--- src/verilog/psb_pkg.sv ---
// shared constants, types and helpers of the programmable skew clock buffer model
// assumes a single 250 MHz system clock; all waveforms are counted in its cycles
package psb_pkg;

   // ==========================================================================
   // clock and time scale
   localparam int CLK_PERIOD_NS = 4;                        // system clock period
   localparam int CLK_MHZ       = 1000 / CLK_PERIOD_NS;     // system clock rate
   localparam int PER_W         = 16;                       // width of phase and period counters

   // ==========================================================================
   // three-level select encoding (open pin reads as mid)
   localparam logic [1:0] LVL_LOW  = 2'h0;
   localparam logic [1:0] LVL_MID  = 2'h1;
   localparam logic [1:0] LVL_HIGH = 2'h2;

   // ==========================================================================
   // time unit divisors per range select
   localparam logic [PER_W-1:0] N_LOW  = 16'h002c;          // 44
   localparam logic [PER_W-1:0] N_MID  = 16'h001a;          // 26
   localparam logic [PER_W-1:0] N_HIGH = 16'h0010;          // 16

   // nominal range limits in MHz per range select
   localparam int FMIN_LOW_MHZ  = 15;
   localparam int FMAX_LOW_MHZ  = 30;
   localparam int FMIN_MID_MHZ  = 25;
   localparam int FMAX_MID_MHZ  = 50;
   localparam int FMIN_HIGH_MHZ = 40;
   localparam int FMAX_HIGH_MHZ = 80;

   // ==========================================================================
   // register map (byte addresses, one word each)
   localparam logic [7:0] REG_CTRL   = 8'h00;
   localparam logic [7:0] REG_SECT   = 8'h04;
   localparam logic [7:0] REG_STATUS = 8'h08;
   localparam logic [7:0] REG_TIMING = 8'h0c;
   localparam logic [7:0] REG_REFPER = 8'h10;

   // status bit positions
   localparam int ST_LOCKED = 0;
   localparam int ST_LIMIT  = 1;
   localparam int ST_BYPASS = 2;

   // ==========================================================================
   // configuration carriers
   typedef struct packed {
      logic [1:0] high_sel;                                 // section_select_high
      logic [1:0] low_sel;                                  // section_select_low
   } psb_sel_s;

   typedef struct packed {
      logic [1:0] test_sel;                                 // loop bypass select
      logic [1:0] range_sel;                                // range_select
   } psb_ctrl_s;

   localparam psb_ctrl_s CTRL_RST = '{test_sel: LVL_LOW, range_sel: LVL_MID};
   localparam psb_sel_s  SEL_RST  = '{high_sel: LVL_MID, low_sel: LVL_MID};

   // output function of one section
   typedef enum logic [3:0] {
      FN_SKEW = 4'b0001,
      FN_DIV2 = 4'b0010,
      FN_DIV4 = 4'b0100,
      FN_INV  = 4'b1000
   } psb_func_e;

   // ==========================================================================
   // helpers
   // unused code 11 is treated like an open pin
   function automatic logic [1:0] psb_level(input logic [1:0] raw);
      psb_level = (raw == 2'h3) ? LVL_MID : raw;
   endfunction

   // skew step = oscillator period divided by N of the range
   function automatic logic [PER_W-1:0] psb_step(input logic [PER_W-1:0] per, input logic [1:0] fs);
      case (psb_level(fs))
         LVL_LOW:  psb_step = per / N_LOW;
         LVL_HIGH: psb_step = per / N_HIGH;
         default:  psb_step = per / N_MID;
      endcase
   endfunction

   // oscillator period limit in cycles; the model runs slower than the part by scale
   function automatic logic [PER_W-1:0] psb_per_lim(input logic [1:0] fs, input int scale, input logic want_max);
      int f;
      f = 0;
      case (psb_level(fs))
         LVL_LOW:  f = want_max ? FMIN_LOW_MHZ : FMAX_LOW_MHZ;
         LVL_HIGH: f = want_max ? FMIN_HIGH_MHZ : FMAX_HIGH_MHZ;
         default:  f = want_max ? FMIN_MID_MHZ : FMAX_MID_MHZ;
      endcase
      psb_per_lim = PER_W'((CLK_MHZ * scale) / f);
   endfunction

endpackage

--- src/verilog/psb_edge_meter.sv ---
// rising edge detector and period meter for one sampled clock input
// assumes the input is synchronous to clk_i
`timescale 1ns/100ps
module psb_edge_meter #(
   parameter int W = 16
) (
   input  wire logic         clk_i,     // system clock
   input  wire logic         rst_i,     // synchronous reset, active high
   input  wire logic         level_i,   // sampled clock level
   output logic              edge_o,    // rising edge seen this cycle
   output logic [W-1:0]      period_o,  // cycles between the last two edges
   output logic [W-1:0]      since_o,   // cycles since last edge, minus one
   output logic              valid_o    // period holds a real measurement
);

   logic         lvl_q;
   logic [W-1:0] cnt_q;
   logic [W-1:0] cnt_d;
   logic [W-1:0] per_q;
   logic [1:0]   seen_q;

   // ==========================================================================
   // edge and saturating counter
   assign edge_o   = level_i & ~lvl_q;
   assign cnt_d    = edge_o ? '0 : ((cnt_q == '1) ? cnt_q : cnt_q + 1'b1);
   assign period_o = per_q;
   assign since_o  = cnt_q;
   assign valid_o  = seen_q[1];

   // measurement registers
   always_ff @(posedge clk_i) begin
      if (rst_i) begin
         lvl_q  <= 1'b0;
         cnt_q  <= '0;
         per_q  <= '0;
         seen_q <= 2'h0;
      end else begin
         lvl_q <= level_i;
         cnt_q <= cnt_d;
         if (edge_o) begin
            per_q  <= (cnt_q == '1) ? cnt_q : cnt_q + 1'b1;
            seen_q <= {seen_q[0], 1'b1};
         end
      end
   end

endmodule

--- src/verilog/psb_section.sv ---
// one output section: two identical outputs built from the shared aligned phase
// assumes phase, period and step come from the loop in the same clock domain
`timescale 1ns/100ps
module psb_section
   import psb_pkg::*;
#(
   parameter bit WIDE = 1'b0,   // sections three and four: double steps, divide modes
   parameter bit INV  = 1'b0    // section four: top code inverts instead of div by 4
) (
   input  wire logic             clk_i,     // system clock
   input  wire logic             rst_i,     // synchronous reset, active high
   input  wire psb_sel_s         sel_i,     // raw select pair
   input  wire logic [PER_W-1:0] phase_i,   // aligned oscillator phase
   input  wire logic [PER_W-1:0] period_i,  // oscillator period
   input  wire logic [PER_W-1:0] step_i,    // skew step in cycles
   input  wire logic [1:0]       div_i,     // count of whole oscillator periods
   output logic                  out_a_o,   // section_output_a
   output logic                  out_b_o    // section_output_b
);

   logic [1:0]       hi;
   logic [1:0]       lo;
   logic signed [4:0] sk3;
   logic signed [4:0] sk;
   logic [3:0]       mag;
   logic [PER_W-1:0] off;
   logic [PER_W:0]   adv_sum;
   logic [PER_W-1:0] x_del;
   logic [PER_W-1:0] x_adv;
   logic [PER_W-1:0] x;
   psb_func_e        func;
   logic             wave;
   logic             a_q;
   logic             b_q;

   // ==========================================================================
   // select decode: code = 3*high + low - 4 steps
   assign hi   = psb_level(sel_i.high_sel);
   assign lo   = psb_level(sel_i.low_sel);
   assign sk3  = 5'(3 * {3'h0, hi}) + {3'h0, lo} - 5'sh04;
   assign sk   = WIDE ? 5'(sk3 * 5'sh02) : sk3;
   assign func = (WIDE && hi == LVL_LOW && lo == LVL_LOW) ? FN_DIV2 :
                 (WIDE && hi == LVL_HIGH && lo == LVL_HIGH) ? (INV ? FN_INV : FN_DIV4) :
                 FN_SKEW;

   // shifted phase: positive skew delays, negative advances
   assign mag     = sk[4] ? 4'(-sk) : sk[3:0];
   assign off     = PER_W'(mag * step_i);
   assign x_del   = (phase_i >= off) ? phase_i - off : phase_i + period_i - off;
   assign adv_sum = {1'b0, phase_i} + {1'b0, off};
   assign x_adv   = (adv_sum >= {1'b0, period_i}) ? PER_W'(adv_sum - {1'b0, period_i}) : adv_sum[PER_W-1:0];
   assign x       = sk[4] ? x_adv : x_del;

   // waveform per function, all from the same aligned phase
   assign wave = (func == FN_DIV2) ? div_i[0] :
                 (func == FN_DIV4) ? ~div_i[1] :
                 (func == FN_INV)  ? ~(phase_i < (period_i >> 1)) :
                 (x < (period_i >> 1));

   // both outputs of a pair behave identically
   always_ff @(posedge clk_i) begin
      if (rst_i) begin
         a_q <= 1'b0;
         b_q <= 1'b0;
      end else begin
         a_q <= wave;
         b_q <= wave;
      end
   end

   assign out_a_o = a_q;
   assign out_b_o = b_q;

endmodule

--- src/verilog/psb_top.sv ---
// programmable skew clock buffer: digital loop, skew generator, four sections
// assumes a classic wishbone master and reference/feedback inputs synchronous to clk_i
//
// Added by the designer: the address map and register access over Wishbone.
`timescale 1ns/100ps

module psb_top
   import psb_pkg::*;
#(
   parameter int SCALE      = 100,  // model runs this many times slower than the part
   parameter int PH_TOL     = 2,    // cycles of phase error still called aligned
   parameter int LOCK_EDGES = 16    // aligned reference edges before lock is shown
) (
   input  wire logic        clk_i,               // system clock
   input  wire logic        rst_i,               // synchronous reset, active high
   input  wire logic        wb_cyc_i,            // wishbone cycle
   input  wire logic        wb_stb_i,            // wishbone strobe
   input  wire logic        wb_we_i,             // wishbone write enable
   input  wire logic [7:0]  wb_adr_i,            // wishbone byte address
   input  wire logic [3:0]  wb_sel_i,            // wishbone byte enables
   input  wire logic [31:0] wb_dat_i,            // wishbone write data
   output logic [31:0]      wb_dat_o,            // wishbone read data
   output logic             wb_ack_o,            // wishbone acknowledge
   input  wire logic        ref_clk_i,           // reference clock input
   input  wire logic        loop_return_i,       // loop_return_input from one output
   output logic [3:0]       section_output_a_o,  // first output of each section
   output logic [3:0]       section_output_b_o   // second output of each section
);

   localparam logic [PER_W-1:0] PER_RST   = psb_per_lim(LVL_MID, SCALE, 1'b1);
   localparam logic [PER_W-1:0] PH_TOL_C  = PER_W'(PH_TOL);
   localparam logic [7:0]       LOCK_MAX  = 8'(LOCK_EDGES);
   localparam logic [1:0]       CORR_HOLD = 2'h2;   // returned edges until a clean period

   // ==========================================================================
   // register bus
   psb_ctrl_s        ctrl_q;
   psb_sel_s [3:0]   sect_q;
   logic             ack_q;
   logic [31:0]      dat_q;
   logic             bus_req;
   logic             wr_en;
   logic [31:0]      rd_mux;
   logic [31:0]      status_w;

   // ==========================================================================
   // loop state
   logic             ref_edge;
   logic [PER_W-1:0] ref_per;
   logic [PER_W-1:0] ref_since;
   logic             ref_valid;
   logic             fb_edge;
   logic [PER_W-1:0] fb_per;
   logic [PER_W-1:0] fb_since;
   logic             fb_valid;
   logic [PER_W-1:0] ph_q;
   logic [PER_W-1:0] ph_d;
   logic [PER_W-1:0] per_q;
   logic [PER_W-1:0] per_d;
   logic [1:0]       dv_q;
   logic [1:0]       corr_q;
   logic [7:0]       lock_cnt_q;
   logic             locked_q;
   logic             bypass;
   logic [PER_W-1:0] per_min;
   logic [PER_W-1:0] per_max;
   logic [PER_W-1:0] step;
   logic [PER_W-1:0] fb_lead;
   logic             aligned;
   logic             fb_early;
   logic             measure_ok;
   logic             do_slip;
   logic             do_adv;
   logic [PER_W-1:0] ph_step1;
   logic [PER_W-1:0] ph_step2;
   logic [PER_W-1:0] ph_norm;
   logic [PER_W-1:0] per_adj;
   logic [PER_W-1:0] per_clamp;
   logic             at_limit;

   // bus decode and read selection
   assign bus_req  = wb_cyc_i & wb_stb_i;
   assign wr_en    = bus_req & ack_q & wb_we_i;
   assign status_w = {29'h0, bypass, at_limit, locked_q};
   assign rd_mux   = (wb_adr_i == REG_CTRL)   ? {28'h0, ctrl_q} :
                     (wb_adr_i == REG_SECT)   ? {16'h0, sect_q} :
                     (wb_adr_i == REG_STATUS) ? status_w :
                     (wb_adr_i == REG_TIMING) ? {step, per_q} :
                     (wb_adr_i == REG_REFPER) ? {16'h0, ref_per} :
                     32'h0;

   // ack one cycle after the request, data latched with it
   always_ff @(posedge clk_i) begin
      if (rst_i) begin
         ack_q <= 1'b0;
         dat_q <= 32'h0;
      end else begin
         ack_q <= bus_req & ~ack_q;
         if (bus_req & ~ack_q) begin
            dat_q <= rd_mux;
         end
      end
   end

   // configuration writes take effect at the acknowledged edge
   always_ff @(posedge clk_i) begin
      if (rst_i) begin
         ctrl_q <= CTRL_RST;
         sect_q <= {4{SEL_RST}};
      end else if (wr_en) begin
         if (wb_adr_i == REG_CTRL && wb_sel_i[0]) begin
            ctrl_q <= wb_dat_i[3:0];
         end
         if (wb_adr_i == REG_SECT && wb_sel_i[0]) begin
            sect_q[1:0] <= wb_dat_i[7:0];
         end
         if (wb_adr_i == REG_SECT && wb_sel_i[1]) begin
            sect_q[3:2] <= wb_dat_i[15:8];
         end
      end
   end

   assign wb_ack_o = ack_q;
   assign wb_dat_o = dat_q;

   // ==========================================================================
   // phase and frequency detection
   psb_edge_meter #(.W(PER_W)) u_ref_meter (
      .clk_i    (clk_i),
      .rst_i    (rst_i),
      .level_i  (ref_clk_i),
      .edge_o   (ref_edge),
      .period_o (ref_per),
      .since_o  (ref_since),
      .valid_o  (ref_valid)
   );

   psb_edge_meter #(.W(PER_W)) u_fb_meter (
      .clk_i    (clk_i),
      .rst_i    (rst_i),
      .level_i  (loop_return_i),
      .edge_o   (fb_edge),
      .period_o (fb_per),
      .since_o  (fb_since),
      .valid_o  (fb_valid)
   );

   // rising edge alignment of reference and returned clock
   assign bypass     = (psb_level(ctrl_q.test_sel) != LVL_LOW);
   assign measure_ok = ref_edge & ref_valid & fb_valid & ~bypass;
   assign fb_lead    = fb_edge ? '0 : fb_since + 1'b1;
   assign aligned    = (fb_lead <= PH_TOL_C) || (fb_lead + PH_TOL_C >= ref_per);
   assign fb_early   = fb_lead < (ref_per >> 1);
   assign do_slip    = measure_ok & (fb_per == ref_per) & ~aligned & fb_early;
   assign do_adv     = measure_ok & (fb_per == ref_per) & ~aligned & ~fb_early;

   // ==========================================================================
   // oscillator: period tracking, clamped to the selected range; in bypass it takes the reference period unclamped
   assign per_min  = psb_per_lim(ctrl_q.range_sel, SCALE, 1'b0);
   assign per_max  = psb_per_lim(ctrl_q.range_sel, SCALE, 1'b1);
   assign per_adj  = (measure_ok & ~|corr_q & (fb_per > ref_per)) ? per_q - 1'b1 :
                     (measure_ok & ~|corr_q & (fb_per < ref_per)) ? per_q + 1'b1 :
                     per_q;
   assign per_clamp = (per_adj < per_min) ? per_min :
                      (per_adj > per_max) ? per_max : per_adj;
   assign per_d    = bypass ? ((ref_edge & ref_valid) ? ref_per : per_q) : per_clamp;
   assign at_limit = ~bypass & ((per_q == per_min) | (per_q == per_max));
   assign step     = psb_step(per_q, ctrl_q.range_sel);

   // phase counter: slip or double step to pull the returned edge onto the reference
   assign ph_step1 = (ph_q + 1'b1 >= per_q) ? '0 : ph_q + 1'b1;
   assign ph_step2 = (ph_q + 2'h2 >= per_q) ? ph_q + 2'h2 - per_q : ph_q + 2'h2;
   assign ph_norm  = do_slip ? ph_q : (do_adv ? ph_step2 : ph_step1);
   assign ph_d     = (bypass & ref_edge) ? '0 : ph_norm;

   // phase, period and divider state
   always_ff @(posedge clk_i) begin
      if (rst_i) begin
         ph_q  <= '0;
         per_q <= PER_RST;
         dv_q  <= 2'h0;
      end else begin
         ph_q  <= ph_d;
         per_q <= per_d;
         if (ph_d < ph_q) begin
            dv_q <= dv_q + 1'b1;
         end
      end
   end

   // a correction distorts the returned period it lands in; frequency waits for the clean one after
   always_ff @(posedge clk_i) begin
      if (rst_i) begin
         corr_q <= 2'h0;
      end else if (do_slip | do_adv) begin
         corr_q <= CORR_HOLD;
      end else if (fb_edge & |corr_q) begin
         corr_q <= corr_q - 2'h1;
      end
   end

   // lock indication after a run of aligned reference edges
   always_ff @(posedge clk_i) begin
      if (rst_i) begin
         lock_cnt_q <= 8'h0;
         locked_q   <= 1'b0;
      end else if (bypass) begin
         lock_cnt_q <= 8'h0;
         locked_q   <= 1'b0;
      end else if (measure_ok) begin
         if (aligned && fb_per == ref_per) begin
            lock_cnt_q <= (lock_cnt_q == LOCK_MAX) ? lock_cnt_q : lock_cnt_q + 1'b1;
            locked_q   <= (lock_cnt_q + 1'b1 >= LOCK_MAX);
         end else begin
            lock_cnt_q <= 8'h0;
            locked_q   <= 1'b0;
         end
      end
   end

   // ==========================================================================
   // output sections; the returned one fixes the timing of all others
   for (genvar s = 0; s < 4; s++) begin : g_sect
      psb_section #(
         .WIDE (s >= 2),
         .INV  (s == 3)
      ) u_sect (
         .clk_i    (clk_i),
         .rst_i    (rst_i),
         .sel_i    (sect_q[s]),
         .phase_i  (ph_q),
         .period_i (per_q),
         .step_i   (step),
         .div_i    (dv_q),
         .out_a_o  (section_output_a_o[s]),
         .out_b_o  (section_output_b_o[s])
      );
   end

endmodule
--- config.mk ---
export PLATFORM = sky130hd
export DESIGN_NAME = psb_top
export DESIGN_NICKNAME = d
export VERILOG_FILES = /design/src/verilog/psb_pkg.sv /design/src/verilog/psb_edge_meter.sv /design/src/verilog/psb_section.sv /design/src/verilog/psb_top.sv
export SDC_FILE = /design/constraint.sdc
export NUM_CORES = 2
export LEC_CHECK = 0
export ABC_AREA = 1
export ABC_CLOCK_PERIOD_IN_PS = 54100
export BUFFER_PORTS_ARGS = -buffer_cell sky130_fd_sc_hd__buf_4
export CAP_MARGIN = 10
export CORE_MARGIN = 4
export CORE_UTILIZATION = 44
export CTS_BUF_LIST = sky130_fd_sc_hd__clkbuf_4
export DETAILED_ROUTE_END_ITERATION = 6
export GPL_ROUTABILITY_DRIVEN = 0
export PLACE_DENSITY = 0.61
export SYNTH_ARGS = -nofsm -noshare
export SYNTH_HDL_FRONTEND = slang
export SYNTH_SLANG_ARGS = --single-unit
export TNS_END_PERCENT = 10
--- constraint.sdc ---
create_clock -name clk_i -period 54.1 [get_ports clk_i]
set_clock_uncertainty 0.05 [all_clocks]
set_input_delay 5.41 -clock clk_i [delete_from_list [all_inputs] [get_ports clk_i]]
set_output_delay 5.41 -clock clk_i [all_outputs]
set_load 0.05 [all_outputs]
# == Yosys cells after proc, flatten, opt, wreduce, memory -nomap -nowiden ==
# Index checks and enable logic that the tools add are counted.
# word_totals
register_bits,172
latch_bits,0
mem_bits_rw,0
mem_bits_ro,0
word_cells,259
mem_count,0
# classes
add_sub_neg,40
multipliers,8
n_div,4
magnitude_cmp,24
eq_ne,33
shift,0
n_mux,63
bitwise,29
reduce_logical,27
# ops
operator,count
16-bit two-way mux,27
16-bit subtractor,13
32-bit two-way mux,4
16-bit >= comparator,7
16-bit by 15-bit less-than comparator with 1-bit output,6
16-bit by 16-bit adder with 17-bit output,4
17-bit by 16-bit >= comparator with 1-bit output,4
"16-bit by 1-bit adder with 16-bit output, second input constant",4
"16-bit by 32-bit divider with 32-bit output, first input constant",2
4-bit by 16-bit multiplier with 16-bit output,4
16-bit equality test,3
16-bit less-than comparator,3
"16-bit by 2-bit adder with 16-bit output, second input constant",2
"16-bit equality test, second input constant",2
16-bit greater-than comparator,2
16-bit one-hot mux with 2 select lines,1
"2-bit equality test, second input constant",15
4-bit two-way mux,7
2-bit two-way mux,12
1-bit AND,19
16-bit adder,1
"16-bit by 5-bit divider with 16-bit output, second input constant",1
"16-bit by 6-bit divider with 16-bit output, second input constant",1
"8-bit by 4-bit equality test with 1-bit output, second input constant",2
other kinds (34),82

# == Depth between registers and ports, before layout ==
# depth
word_depth,16
mapped_depth,182
depth_no_buf,175

# == Cells and area by module ==
# A second synthesis with hierarchy kept.
# unflattened
cells_unflattened,6326
area_unflattened_um2,40605.2
# by_module_without_submodules
module,n_inst,cells_per_inst,area_each_um2,seq_area_each_um2
psb_top,1,2271,14242.4,1881.8
psb_section (g_sect[1].u_sect),1,936,6114.6,20.0
psb_section (g_sect[0].u_sect),1,935,5983.2,20.0
psb_section (g_sect[3].u_sect),1,883,5740.5,20.0
psb_section (g_sect[2].u_sect),1,869,5469.0,20.0
psb_edge_meter,2,216,1527.7,700.7

# == Worst setup path after synthesis ==
# OpenSTA, ideal clock, no wires.
# synth_timing
path_kind,register to register
from,register ctrl_q[0] (netlist name)
to,register g_sect[1].u_sect.a_q
setup_ps,78
arrival_time_ps,23997
required_ps,53972
path_slack_ps,29975
stages_incl_launch_ff,163
path_buffers,7
path_cell_list,dfxtp_1 -> buf_2 -> nor2_1 -> clkbuf_1 -> inv_1 -> ha_1 -> nand2_1 -> inv_1 -> nand2_1 -> nor2_1 -> nand2_1 -> nand2_1 -> nand2_2 -> nand2_4 -> inv_2 -> or2_1 -> o21ai_2 -> inv_2 -> [... 127 more ...] -> o21ai_0 -> nand3_1 -> inv_1 -> clkbuf_1 -> nand2_1 -> o311ai_0 -> nand2_1 -> inv_1 -> ha_1 -> a21oi_1 -> o21ai_0 -> a21oi_1 -> nor2_1 -> a211oi_1 -> o221ai_1 -> nand3_1 -> a21oi_1 -> nor3_1
# synth_via
elab_chain_cells,10
word_cells_on_any_way,16
cone_classes,add/sub: 4; mul: 1; order compare: 3; eq/ne: 2; mux: 5; reduce/logical: 1
# synth_lines
element,line,rtl
start: declaration,psb_top.sv:37,psb_ctrl_s ctrl_q;
start signal: assignment,psb_top.sv:112,ctrl_q <= wb_dat_i[3:0];
2-bit equality test,psb_pkg.sv:71,psb_level = (raw == 2'h3) ? LVL_MID : raw;
2-bit two-way mux (*),psb_pkg.sv:71,
2-bit equality test or 2-bit zero test (tied branches),psb_pkg.sv:76,case (psb_level(fs))
16-bit one-hot mux with 2 select lines (*),psb_pkg.sv:76,
4-bit by 16-bit multiplier with 16-bit output (*),psb_section.sv:48,assign off = PER_W'(mag * step_i);
16-bit by 16-bit adder with 17-bit output,psb_section.sv:50,"assign adv_sum = {1'b0, phase_i} + {1'b0, off};"
16-bit subtractor or 17-bit by 16-bit >= comparator with 1-bit output (tied branches),psb_section.sv:51,"assign x_adv = (adv_sum >= {1'b0, period_i}) ? PER_W'(adv_sum - {1'b0, period_i}) : adv_sum[PER_W-1:0];"
16-bit two-way mux,psb_section.sv:51,
16-bit two-way mux (*),psb_section.sv:52,assign x = sk[4] ? x_adv : x_del;
16-bit by 15-bit less-than comparator with 1-bit output (*),psb_section.sv:58,(x < (period_i >> 1));
end signal: assignment,psb_section.sv:66,a_q <= wave;
end: declaration,psb_section.sv:33,logic a_q;
# Mark *: on every way between the ends. The rest lies on a longest branch, timed or not.
# A chain may end at the register's enable or synchronous reset.

# == Worst setup path after layout ==
# Ends and elaborated chain as after synthesis.

==> metrics.csv <==
metric,value,unit
outcome,"complete, no violations",
final_cell_mix,"nand2_1 (946), inv_1 (876), ha_1 (621)",
cts_root_buf,clkbuf_4,
syn_to_final_growth,5.960,%
ys_ff_latch,168,
maxCapViolCount,0,
core_area,79260,µm²
grt_pass1_wl,184000,µm
reg2reg_to,g_sect[1].u_sect.out_a_o,
vias,35690,
drt_iter0_drc,2797,
seqPwrFrac,7.7,%
holdBufCountCts,0,
drtPass1Iterations,6,
cp.arrival,28.33,ns
yosysWarnings,0,
cp_max_fo,37,
wl,118700,µm
worstHoldEndpoint,u_ref_meter.seen_q[0],
grt.busiest_layer,met2,
met2_usage,43.40,%
synth_area_leader_cell,ha_1,
ys_types,69,
ir_drop,0.09865,mV
post-cts-setup-buffers,0,
fin_tns_setup,0,ns
grt_overflow_total,0,
grt_antenna_before_repair,4,
power_switching,0.001115,W
clk_path_buf_depth,2,
layout.area.seq,3363,µm²
cts_resized,0,
port_buffers,69,
critPathMostFrequentCell,inv_1,
seq_area_frac_synth,9.530,%
drv_slew,0,
critPathLaunchType,flip-flop,
finalHoldViolations,0,
rows,103,
fillers,8396,
finish.instance_area,37400,µm²
initial_core_util,44.53,%
insertion_delay,0.67,ns
place_area,37110,µm²
critPathRequiredTime,54.58,ns
syn_area_per_cell,6.510,µm²
h-tree-depth,4,
path_class,reg -> reg,
rr_worst_depth,157,
synth_area,35290,µm²
critPathMaxStageDelay,0.69,ns
die_w,291.2,µm
die_y,291.2,µm
r2r_start,ctrl_q[0],
cp_top_family,simple AND/OR/NAND/NOR gates,
r2r_setup_slack,26.25,ns
detail_route.vias_per_cell,5.485,
fin_crit_sh,51.48,%
power_density,47.81,nW/µm²
final_common_cell,nand2_1,
ys.flop_type,dfxtp_1,
hpwlAfterDp,94080,µm
ant_nets,0,
combPwrFrac,87.9,%
slew_headroom,30.85,%
grt_pass1_vias,33450,
cts_sinks,168,
drive_above_1_share,5.960,%
cp_slowest_cell,fa_1,
p_int,0.0006728,W
grt.met1_usage,38.27,%
endpoint_kind,flip-flop,
clock_power_share,4.3,%
min_from,u_ref_meter.seen_q[0],
synth_area_leaders,"ha_1 (22%), nand2_1 (10%), dfxtp_1 (9.5%)",
io_pins,92,
setup_viol,0,
cp_num_buf_inv,35,
whs,0.4274,ns
holdPathStages,2,
drc,0,
rsz0062_at_grt,no,
final_nets,6192,
cts_tree,yes,
fmax,35.91,MHz
hold_class,reg -> reg,
power,0.001788,W
clk_pin_slew,0.17,ns
dieArea,84810,µm²
grt_max_degree,59,
synth_edf_count,0,
worstMarginPinSlew,1.036,ns
multiInputGateArea,27900,µm²
synth_cells,5421,
grtUsageTotal,27.14,%
wl_per_cell,18.24,µm
yosysTopAreaCellShare,22.02,%
fin_crit,27.85,ns
ys_async_sr_fraction,0,%
use_met3,3.288,%
switching_share,62.37,%
cts_buffers,17,
p_leak,19.62,nW
## cells in the mapped netlist, types with 36 or more instances
cell type  count
nand3_1      256
nor4_1        40
nand2_1      946
o211ai_1      62
xnor2_1       56
dfxtp_1      168
or2_2         41
a31oi_1       36
a21oi_1      502
nand4_1       67
o21ai_0      341
ha_1         621
o21bai_1     112
xor2_1       258
nor3_1        70
inv_1        876
fa_1          80
clkbuf_1     135
nor2_1       439
## power by group through the flow
stage / clock network [W] / logic [W] / registers, W
after global placement: 0 / 0.00154 / 0.000140
after detailed placement: 0 / 0.00154 / 0.000140
after CTS: 0.0000805 / 0.00155 / 0.000138
after floorplan: 0 / 0.00122 / 0.000138
final: 0.0000778 / 0.00157 / 0.000138
after global routing: 0.0000837 / 0.00178 / 0.000138
## metal layers
layer  vias to the layer above  routed length (µm)
li1                      18030                   -
met1                     16480               55270
met2                      1013               51150
met3                       161                8324
met4                         0                3954
met5                         -                   0
## how the worst max path moves through the flow
stage,depth (start not counted),end,start
2_1_floorplan,162,g_sect[1].u_sect.out_a_o,ctrl_q[0]
3_3_place_gp,157,g_sect[1].u_sect.out_a_o,ctrl_q[0]
3_5_place_dp,155,g_sect[1].u_sect.out_a_o,ctrl_q[0]
4_1_cts,155,g_sect[1].u_sect.out_a_o,ctrl_q[0]
5_1_grt,157,g_sect[1].u_sect.out_a_o,ctrl_q[0]
6_report,157,g_sect[1].u_sect.out_a_o,ctrl_q[0]
## metrics by stage
step	util [%]	setup WS (ns)	std cells
final	47.18	26.25	6506
after global routing	47.18	23.63	6505
after CTS	47.16	26.41	6502
after detailed placement	46.82	26.52	6470
after global placement	46.82	26.49	6470
after floorplan	-	29.97	5426
## worst register-to-register path: cells and delay by family, from the launching register on
family,cells,cell delay [ns]
compound gates,34,6.89
flops,1,0.44
buf+inv,35,4.42
simple gates,67,8.71
fa+ha+maj,18,6.74
xor+xnor,3,0.54
## sequential cells by signal (all words and copies together), names as in the netlist, 2 cells and up
| name | cells |
|---|---|
| u_fb_meter.seen_q | 2 |
| ph_q | 16 |
| lock_cnt_q | 8 |
| corr_q | 2 |
| wb_dat_o | 28 |
| u_ref_meter.since_o | 16 |
| g_sect.u_sect.out_a_o | 3 |
| sect_q | 16 |
| per_q | 16 |
| dv_q | 2 |
| u_fb_meter.since_o | 16 |
| ctrl_q | 4 |
| u_fb_meter.period_o | 16 |
| u_ref_meter.seen_q | 2 |
| u_ref_meter.period_o | 16 |
## logic make-up (layout without fill, tap and decap cells)
group	Yosys count	after routing	share of synthesized area, %
other	2	10	0.02128
AND/OR/NAND/NOR	1966	1966	24.78
multiplexers	1	1	0.02836
XOR/XNOR	314	314	7.792
buffers and inverters	1061	1088	11.56
adder cells (fa/ha/maj)	701	701	26.55
AO/OA/AOI/OAI	1208	1208	19.74
flip-flops	168	168	9.530
## layout make-up
cell class                 count  share of cell area (%)
multi-input combinational   4197                   74.61
inverter                     902                   9.054
sequential                   168                   8.994
tap                         1050                   3.513
timing repair buffer         154                   3.092
clock inverter                15                  0.3781
clock buffer                  17                  0.3413
antenna                        3                 0.02007
Power figures use the tool's default switching activity.
